===== src/design/gsr_cfg.svh =====
`ifndef GSR_CFG_SVH
`define GSR_CFG_SVH

// ----------------------------------------
// shift chain
// ----------------------------------------
`define GSR_STAGES 8
`define GSR_STAGE_RST 8'h00

// ----------------------------------------
// snapshot buffer
// ----------------------------------------
`define GSR_FIFO_DEPTH 16
`define GSR_FIFO_AW 4

`endif


===== src/design/gsr_pkg.sv =====
`include "gsr_cfg.svh"

package gsr_pkg;

  // ----------------------------------------
  // carriers
  // ----------------------------------------
  typedef logic [`GSR_STAGES-1:0] gsr_word_t;

  typedef struct packed {
    logic serial_a;
    logic serial_b;
  } gsr_serial_s;

  typedef struct packed {
    logic overflow;
    gsr_word_t word;
  } gsr_snap_s;

endpackage


===== src/design/gsr_shift8.sv =====
`timescale 1ns/100ps
`include "gsr_cfg.svh"

// ----------------------------------------
// generic fifo
// ----------------------------------------
module gsr_fifo
  import gsr_pkg::*;
#(
  parameter int WIDTH = 9,
  parameter int DEPTH = `GSR_FIFO_DEPTH,
  parameter int AW = `GSR_FIFO_AW
) (
  // clock and reset
  input wire logic clk,
  input wire logic reset,
  // fill side
  input wire logic in_valid,
  output logic in_ready,
  input wire logic [WIDTH-1:0] in_data,
  // drain side
  output logic out_valid,
  input wire logic out_ready,
  output logic [WIDTH-1:0] out_data
);
  logic [WIDTH-1:0] mem [DEPTH];
  logic [AW-1:0] wr_ptr_q;
  logic [AW-1:0] rd_ptr_q;
  logic [AW:0] count_q;
  logic [AW:0] count_d;
  wire push = in_valid && in_ready;
  wire pop = out_valid && out_ready;
  wire full = (count_q == DEPTH[AW:0]);
  wire empty = (count_q == '0);

  function automatic logic [AW-1:0] ptr_next(logic [AW-1:0] ptr, logic step);
    return ptr + AW'(step);
  endfunction

  // ----------------------------------------
  // flags
  // ----------------------------------------
  assign in_ready = !full;
  assign out_valid = !empty;
  assign out_data = mem[rd_ptr_q];
  assign count_d = count_q + {{AW{1'b0}}, push} - {{AW{1'b0}}, pop};

  // ----------------------------------------
  // storage
  // ----------------------------------------
  always_ff @(posedge clk) begin
    if (push) begin
      mem[wr_ptr_q] <= in_data;
    end
  end

  // ----------------------------------------
  // pointers
  // ----------------------------------------
  always_ff @(posedge clk) begin
    if (reset) begin
      wr_ptr_q <= '0;
      rd_ptr_q <= '0;
      count_q <= '0;
    end else begin
      wr_ptr_q <= ptr_next(wr_ptr_q, push);
      rd_ptr_q <= ptr_next(rd_ptr_q, pop);
      count_q <= count_d;
    end
  end
endmodule

// ----------------------------------------
// gated serial entry
// ----------------------------------------
module gsr_entry_gate
  import gsr_pkg::*;
(
  // serial inputs
  input wire gsr_serial_s serial_in,
  // first-stage bit
  output logic entry_bit
);
  assign entry_bit = serial_in.serial_a & serial_in.serial_b;
endmodule

// ----------------------------------------
// stage chain
// ----------------------------------------
module gsr_stage_chain
  import gsr_pkg::*;
(
  // clock and resets
  input wire logic clk,
  input wire logic reset,
  input wire logic async_clear_n,
  // first-stage bit
  input wire logic entry_bit,
  // stage contents
  output gsr_word_t word_q,
  output gsr_word_t word_d
);
  gsr_word_t chain_q;

  function automatic gsr_word_t shift_in(gsr_word_t word, logic bit_in);
    return {word[`GSR_STAGES-2:0], bit_in};
  endfunction

  assign word_d = shift_in(chain_q, entry_bit);
  assign word_q = chain_q;

  // ----------------------------------------
  // stage register
  // ----------------------------------------
  // clear, sync reset, shift on every rising edge
  always_ff @(posedge clk or negedge async_clear_n) begin
    if (!async_clear_n) begin
      chain_q <= `GSR_STAGE_RST;
    end else if (reset) begin
      chain_q <= `GSR_STAGE_RST;
    end else begin
      chain_q <= word_d;
    end
  end
endmodule

// ----------------------------------------
// gap flag
// ----------------------------------------
module gsr_gap_flag
  import gsr_pkg::*;
(
  // clock and reset
  input wire logic clk,
  input wire logic reset,
  // push outcome
  input wire logic refused,
  input wire logic taken,
  // gap marker
  output logic gap_q
);
  logic gap_d;

  // refusal wins; cleared only once a word carries it
  assign gap_d = refused ? 1'b1 : (taken ? 1'b0 : gap_q);

  always_ff @(posedge clk) begin
    if (reset) begin
      gap_q <= 1'b0;
    end else begin
      gap_q <= gap_d;
    end
  end
endmodule

// ----------------------------------------
// snapshot output register
// ----------------------------------------
module gsr_snap_reg
  import gsr_pkg::*;
(
  // clock and reset
  input wire logic clk,
  input wire logic reset,
  // from buffer
  input wire logic load,
  input wire gsr_snap_s load_data,
  // consumer side
  input wire logic taken,
  output logic valid_q,
  output gsr_snap_s data_q
);
  // load wins over a take: back-to-back words without a bubble
  always_ff @(posedge clk) begin
    if (reset) begin
      valid_q <= 1'b0;
      data_q <= '0;
    end else if (load) begin
      valid_q <= 1'b1;
      data_q <= load_data;
    end else if (taken) begin
      valid_q <= 1'b0;
    end
  end
endmodule

// ----------------------------------------
// gated serial-in parallel-out shifter
// ----------------------------------------
module gsr_shift8
  import gsr_pkg::*;
(
  // clock and resets
  input wire logic clk,
  input wire logic reset,
  input wire logic async_clear_n,
  // serial inputs
  input wire gsr_serial_s serial_in,
  // parallel outputs
  output gsr_word_t stage_out,
  output logic stage_out_first,
  output logic stage_out_seventh,
  output logic stage_out_last,
  // snapshot stream
  output logic snap_valid,
  input wire logic snap_ready,
  output gsr_snap_s snap_data
);
  gsr_word_t stage_q;
  gsr_word_t stage_d;
  logic gated_bit;
  logic lost_q;
  logic fifo_in_ready;
  logic fifo_out_valid;
  gsr_snap_s fifo_in;
  gsr_snap_s fifo_out;
  logic snap_valid_q;
  gsr_snap_s snap_data_q;
  wire load_out = fifo_out_valid && (!snap_valid_q || snap_ready);
  wire push_refused = async_clear_n && !fifo_in_ready;
  wire push_taken = async_clear_n && fifo_in_ready;

  // ----------------------------------------
  // entry gate
  // ----------------------------------------
  // and-gated entry
  gsr_entry_gate u_entry_gate (
    .serial_in(serial_in),
    .entry_bit(gated_bit)
  );

  // ----------------------------------------
  // shift chain
  // ----------------------------------------
  // clear, reset, shift
  gsr_stage_chain u_stage_chain (
    .clk(clk),
    .reset(reset),
    .async_clear_n(async_clear_n),
    .entry_bit(gated_bit),
    .word_q(stage_q),
    .word_d(stage_d)
  );

  assign stage_out = stage_q;
  assign stage_out_first = stage_q[0];
  assign stage_out_seventh = stage_q[`GSR_STAGES-2];
  assign stage_out_last = stage_q[`GSR_STAGES-1];

  // ----------------------------------------
  // snapshot buffer
  // ----------------------------------------
  // word after each shift; marks that earlier words were dropped when full
  assign fifo_in = '{overflow: lost_q, word: stage_d};

  gsr_gap_flag u_gap_flag (
    .clk(clk),
    .reset(reset),
    .refused(push_refused),
    .taken(push_taken),
    .gap_q(lost_q)
  );

  gsr_fifo #(
    .WIDTH($bits(gsr_snap_s)),
    .DEPTH(`GSR_FIFO_DEPTH),
    .AW(`GSR_FIFO_AW)
  ) u_fifo (
    .clk(clk),
    .reset(reset),
    .in_valid(async_clear_n),
    .in_ready(fifo_in_ready),
    .in_data(fifo_in),
    .out_valid(fifo_out_valid),
    .out_ready(load_out),
    .out_data(fifo_out)
  );

  // ----------------------------------------
  // output register
  // ----------------------------------------
  gsr_snap_reg u_snap_reg (
    .clk(clk),
    .reset(reset),
    .load(load_out),
    .load_data(fifo_out),
    .taken(snap_ready),
    .valid_q(snap_valid_q),
    .data_q(snap_data_q)
  );

  assign snap_valid = snap_valid_q;
  assign snap_data = snap_data_q;
endmodule


===== config.mk =====
export PLATFORM = sky130hd
export DESIGN_NAME = gsr_shift8
export DESIGN_NICKNAME = d
export VERILOG_FILES = /design/src/design/gsr_pkg.sv /design/src/design/gsr_shift8.sv
export VERILOG_INCLUDE_DIRS = /design/src /design/src/design
export SDC_FILE = /design/constraint.sdc
export NUM_CORES = 1
export LEC_CHECK = 0
export ABC_AREA = 1
export BUFFER_PORTS_ARGS = -buffer_cell sky130_fd_sc_hd__buf_2
export CAP_MARGIN = 20
export CORE_UTILIZATION = 40
export CTS_CLUSTER_SIZE = 8
export DETAILED_ROUTE_END_ITERATION = 10
export PLACE_DENSITY = 0.61
export SLEW_MARGIN = 20
export SYNTH_ARGS = -nofsm -noshare
export SYNTH_HDL_FRONTEND = slang
export SYNTH_SLANG_ARGS = --single-unit

===== constraint.sdc =====
create_clock -name clk -period 3.01 [get_ports clk]
set_input_delay 0.602 -clock clk [delete_from_list [all_inputs] [get_ports clk]]
set_output_delay 0.602 -clock clk [all_outputs]
set_load 0.005 [all_outputs]

; After elaboration in Yosys (flattened, before gate mapping)
; Memories as Yosys holds them, arrays and structs flattened. A register that Yosys moved wholly into a read port is not among the register bits.
; Cells that the tools add are included.
[totals]
reg_bits = 23
mem_bits_rw = 144
in_bits = 6
out_inout_bits = 21
elab_cells = 31
memories = 1
[mem_list]
columns = memory, words, width, rd, rd_clocked_by_memory_dff, wr, line
row1 = u_fifo.mem, 16, 9, 1, 1, 1, gsr_shift8.sv:26  ; logic [WIDTH-1:0] mem [DEPTH];
[op_classes]
n_addsub = 4
eq_ne = 1
n_mux = 7
bitwise_logic = 1
n_reduce_logical = 11
[op_table]
columns = cell, count
row1 = 4-bit by 1-bit adder with 4-bit output, 2
row2 = 8-bit 2-to-1 mux, 1
row3 = 1-bit 2-to-1 mux, 6
row4 = 5-bit by 1-bit adder with 5-bit output, 1
row5 = "5-bit == test, second input constant", 1
row6 = 5-bit zero test, 1
row7 = 5-bit by 1-bit subtractor with 5-bit output, 1
row8 = 1-bit logical AND, 4
row9 = 2-bit nonzero test, 2
row10 = 1-bit zero test, 3
row11 = 1-bit AND, 1
row12 = 1-bit logical OR, 1

; Logic depth before layout (Yosys ltp)
[logic_depth]
ltp_word = 5
ltp_mapped = 16

; Cells and area by module
; From an unflattened synthesis, not the netlist that was laid out.
[hier_totals]
hier_cells = 784
area_unflattened_um2 = 7742.4
[modules_own_cells]
columns = mod, n_inst, cells_each, area_each_um2, seq_area_each_um2
row1 = gsr_fifo, 1, 691, 6954.2, 4584.4
row2 = gsr_snap_reg, 1, 43, 352.8, 200.2
row3 = gsr_stage_chain, 1, 33, 331.6, 200.2
row4 = gsr_shift8, 1, 10, 56.3, 0.0
row5 = gsr_gap_flag, 1, 5, 40.0, 20.0
row6 = gsr_entry_gate, 1, 2, 7.5, 0.0

; Least setup slack after synthesis
; OpenSTA, ideal clock, no wires.
[synth_path]
path_kind = input to register
start = input port snap_ready
end = register u_fifo.count_q[4]
t_arrival_ps = 2332
required_time_ps = 2878
path_slack_ps = 546
path_stages = 15
cell_sequence = inv_1 -> nand2_1 -> nand2_1 -> inv_2 -> buf_2 -> ha_1 -> inv_1 -> ha_1 -> inv_1 -> fa_1 -> inv_1 -> a21oi_1 -> o21bai_1 -> or2_2 -> a21oi_1
[synth_via]
elab_chain_cells = 4
[synth_rtl]
columns = item, line
row1 = "start, declared", gsr_shift8.sv:206  ; input wire logic snap_ready,
row2 = 1-bit logical OR, gsr_shift8.sv:219  ; wire load_out = fifo_out_valid && (!snap_valid_q || snap_ready);
row3 = 1-bit logical AND, gsr_shift8.sv:219
row4 = 1-bit logical AND, gsr_shift8.sv:32  ; wire pop = out_valid && out_ready;
row5 = 5-bit by 1-bit subtractor with 5-bit output, gsr_shift8.sv:46  ; assign count_d = count_q + {{AW{1'b0}}, push} - {{AW{1'b0}}, pop};
row6 = "end signal, assigned", gsr_shift8.sv:68  ; count_q <= count_d;
row7 = "end, declared", gsr_shift8.sv:29  ; logic [AW:0] count_q;
; Every way passes these cells.
; A chain may end at the register's enable or synchronous reset.

; Worst setup path in the final report
[layout_path]
start = register u_fifo.count_q[3]
end = register u_fifo.count_q[4]
[layout_via]
elab_chain_cells = 5
[layout_rtl]
columns = item, line
row1 = 5-bit == test / 5-bit zero test (equally long branches), "gsr_shift8.sv:33, gsr_shift8.sv:34"
row2 = "1-bit zero test, on equally long branches", "gsr_shift8.sv:43, gsr_shift8.sv:44"
row3 = "1-bit logical AND, on equally long branches", "gsr_shift8.sv:31, gsr_shift8.sv:219"
row4 = 5-bit by 1-bit adder with 5-bit output / 1-bit logical AND (equally long branches), "gsr_shift8.sv:46, gsr_shift8.sv:32"
row5 = 5-bit by 1-bit subtractor with 5-bit output (*), gsr_shift8.sv:46
; Mark *: on every way between the ends. The rest lies on a longest branch, timed or not.

==> results by group <==
Logic synthesis
  – Share of the synthesized area in the top cell type: 57.2%
  – Synth Area in Simple Gates: 21.6%
  – Synth area leader: edfxtp_1
  – Synth Net Count: 764
  – Area contributors post-synth: edfxtp_1 (57%), nand2_1 (12%), nand3_1 (7.2%)
  – Synth Cell Area: 0.00756 mm2
  – Largest family of logic cells by synthesized area: simple AND/OR/NAND/NOR gates
  – Cells after synthesis: roughly 750
  – Number of flops mapped to enable cells by yosys: 144
  – #FFs+latches synth: 176
  – Syn Area/Cell: roughly 10 um2
  – Top_reg_cell synth: edfxtp_1
  – Synth Area in XOR/XNOR: 0.464%
  – Synthesized-area fraction occupied by adder cells: 1.92%
  – Seq/Total Area, Yosys: about two thirds
  – Compound-gate portion of the synthesized area: less than 1%
  – Async S/R FF share, synth: 4.55%
  – Post-synthesis mux area share: 0%
  – Synth warn: 0
  – Yosys cell types: 25

Floorplanning
  – Initial core utilization: 41.5%
  – Die X: 139 um
  – IO Pins: 27
  – DIE AREA: 0.0194 mm2
  – Die Y: 139 um
  – CORE AREA: between 0.015 and 0.02 mm2
  – # rows: 49

Worst setup path
  – Reg2Reg Capture Point: u_fifo.count_q[4]$_SDFF_PP0_
  – Max stage delay on crit path: around 0.39 ns
  – CP startpoint kind: flip-flop
  – Delay-heaviest family, CP: adder cells
  – WP depth: 15
  – Most frequent CP cell: inv_1
  – R2R depth: 15
  – Flop2flop setup slack: between 0.6 and 0.7 ns
  – R2r startpoint: u_fifo.count_q[3]$_SDFF_PP0_
  – Worst Setup End Kind: flip-flop
  – Critical path arrival: 2.60 ns
  – Worst path cell trace: inv_1 -> ha_1 -> nand4_1 -> nand2_1 -> inv_2 -> ha_1 -> inv_1 -> ha_1 -> inv_1 -> fa_1 -> inv_1 -> a21oi_1 -> o21bai_1 -> or2_2 -> a21oi_1
  – Crit Path Class: reg2reg
  – Max stage delay cell, worst path: fa_1
  – CP Max Fanout: 2
  – Crit path buffers/inverters: 5
  – Crit path to: u_fifo.count_q[4]$_SDFF_PP0_
  – Required arrival time at the worst endpoint: 3.30 ns
  – CP startpoint: u_fifo.count_q[3]$_SDFF_PP0_

STA
  – Final period util: 77.0%
  – Fin Setup TNS: 0 ns
  – Max Slew Vio Count: 0
  – Fin crit period: 2.32 ns
  – Worst setup margin: 0.691 ns
  – Final hold slack: 0.0219 ns
  – Measured slew at the worst slew-check pin: 0.695 ns
  – Hold Vio Cnt, Final: 0
  – Max_slew headroom: 53.6%
  – Fmax: 0.431 GHz
  – Layout Skew: 0.00528 ns
  – Setup violators final: 0
  – Unrepaired setup endpoints after global routing: false

Global route
  – GR Overflow Total: 0
  – GRT Util Overall: 18.2%
  – Initial antenna violation count: 0
  – Vias in the first global route: around 4800
  – First-pass GRT wire length: 26.2 mm
  – Largest net degree at the start of global routing: 74

Final layout
  – Cell Count, Final, Fillers Out: just over 1000
  – Core Util, Final: 47.1%
  – # diodes: 0
  – Syn-to-layout area delta: 13.4%
  – Layout cell share with drive strength beyond 1: 11.0%
  – Filler cells: 1614
  – Layout Nets: 802
  – Commonest non-fill, non-tap cell in the layout: nand2_1
  – Design Area, Final: 0.00857 mm2
  – Most frequent cells in the layout: nand2_1 (233), edfxtp_1 (144), inv_1 (109)

Power
  – Maximum vdd drop: 0.452 mV
  – Leakage power: 3.78 nW
  – Power Total: between 7 and 8 mW
  – Power per standard cell area: 836 mW/mm2

Status
  – Status: completed

Min path
  – Worst min path class: in2async

Place
  – Routability cong.: 0.880
  – Placement Cell Area: 0.00795 mm2
  – PortBufs: 26
  – DP HPWL: 9.72 mm
  – Dpl cells: approximately 1000
  – Pre-CTS WS: 0.561 ns

Clock tree
  – Clock sinks: 176
  – Clock transition at path regs: 0.06 ns
  – TritonCTS clock tree: done
  – Num CTS Buffers: 17
  – Max Buffers Root-to-Sink: 2
  – Root buf cell: clkbuf_16
  – Post-CTS sizing: 0
  – Worst-Skew Late Latency: 0.42 ns
  – H-tree levels: 4
  – Cts hold-fix bufs: 0
  – Setup Buffers After CTS: 0

Route
  – Drt drc: 0
  – Vias: 4935
  – Vias/cell: 4.81
  – Pre-antenna DRT Iters: 5
  – WL/cell: 15.9 um
  – Iteration-0 DRC count of the detailed router: roughly 440
  – DRT antenna net count: 0
  – DRT Wirelength: 16.3 mm

Run
  – Max Cap Viol: 0
power breakdown:
| group | switching, mW | total (mW) | internal, mW |
|---|---|---|---|
| combinational | 1.36 | 1.99 | 0.623 |
| clock | 0.868 | 2.33 | 1.46 |
| sequential | 0.0797 | 2.86 | 2.78 |
cells in the mapped netlist (all sizes together) (3+ instances only):
cell type  number
ha             10
dfrtp           8
inv           114
nand3         108
nor2           52
clkbuf          4
dfxtp          24
o21bai          3
edfxtp        144
buf            30
nand2         233
a21oi           7
how the worst min path moves through the flow:
| stage | from | to | slack, ns |
|---|---|---|---|
| 2_1_floorplan | async_clear_n | u_stage_chain.word_q[0]$_DFF_PN0_ | 0.31 |
| 3_3_place_gp | async_clear_n | u_stage_chain.word_q[1]$_DFF_PN0_ | 0.47 |
| 3_5_place_dp | async_clear_n | u_stage_chain.word_q[1]$_DFF_PN0_ | 0.48 |
| 4_1_cts | async_clear_n | u_stage_chain.word_q[1]$_DFF_PN0_ | 0.02 |
| 5_1_grt | async_clear_n | u_stage_chain.word_q[1]$_DFF_PN0_ | 0.03 |
| 6_report | async_clear_n | u_stage_chain.word_q[1]$_DFF_PN0_ | 0.02 |
logic make-up after synthesis:
family | count (synthesis)
AO/OA/AOI/OAI | 11
XOR/XNOR | 4
adder cells (fa/ha/maj) | 11
buffers and inverters | 148
flip-flops | 176
AND/OR/NAND/NOR | 397
routing by layer:
layer	vias up	track usage (%)	part of all wire, %	routed length, um
met5	-	0	0	0
met4	0	12.2	4.9	801
met3	44	2.79	4.1	678
met2	121	28.4	47	7670
met1	2300	23.7	44	7190
li1	2470	-	-	-
worst reg2reg max path: stages, from the launching register on:
cell      delay [ns]
dfxtp_1         0.32
inv_1           0.08
ha_1            0.18
nand4_1         0.10
nand2_1         0.10
inv_2           0.04
ha_1            0.26
inv_1           0.05
ha_1            0.16
inv_1           0.06
fa_1            0.39
inv_1           0.07
a21oi_1         0.05
o21bai_1        0.15
or2_2           0.13
a21oi_1         0.05
state kept, by name, indices dropped and copies added (netlist names):
signal / flops
u_fifo.count_q: 5
u_fifo.wr_ptr_q: 4
u_stage_chain.word_q: 8
u_fifo.mem: 144
u_snap_reg.data_q: 9
u_snap_reg.valid_q: 1
u_fifo.rd_ptr_q: 4
u_gap_flag.gap_q: 1
layout make-up:
cell class	count	area [um2]	share of cell area [%]
clock inverter	12	191	2.23
clock buffer	19	433	5.05
multi-input combinational	423	1880	21.9
timing repair buffer	53	345	4.03
tap	229	287	3.34
inverter	114	433	5.05
sequential	176	5010	58.4
No activity file was read; power rests on OpenSTA's default activity.
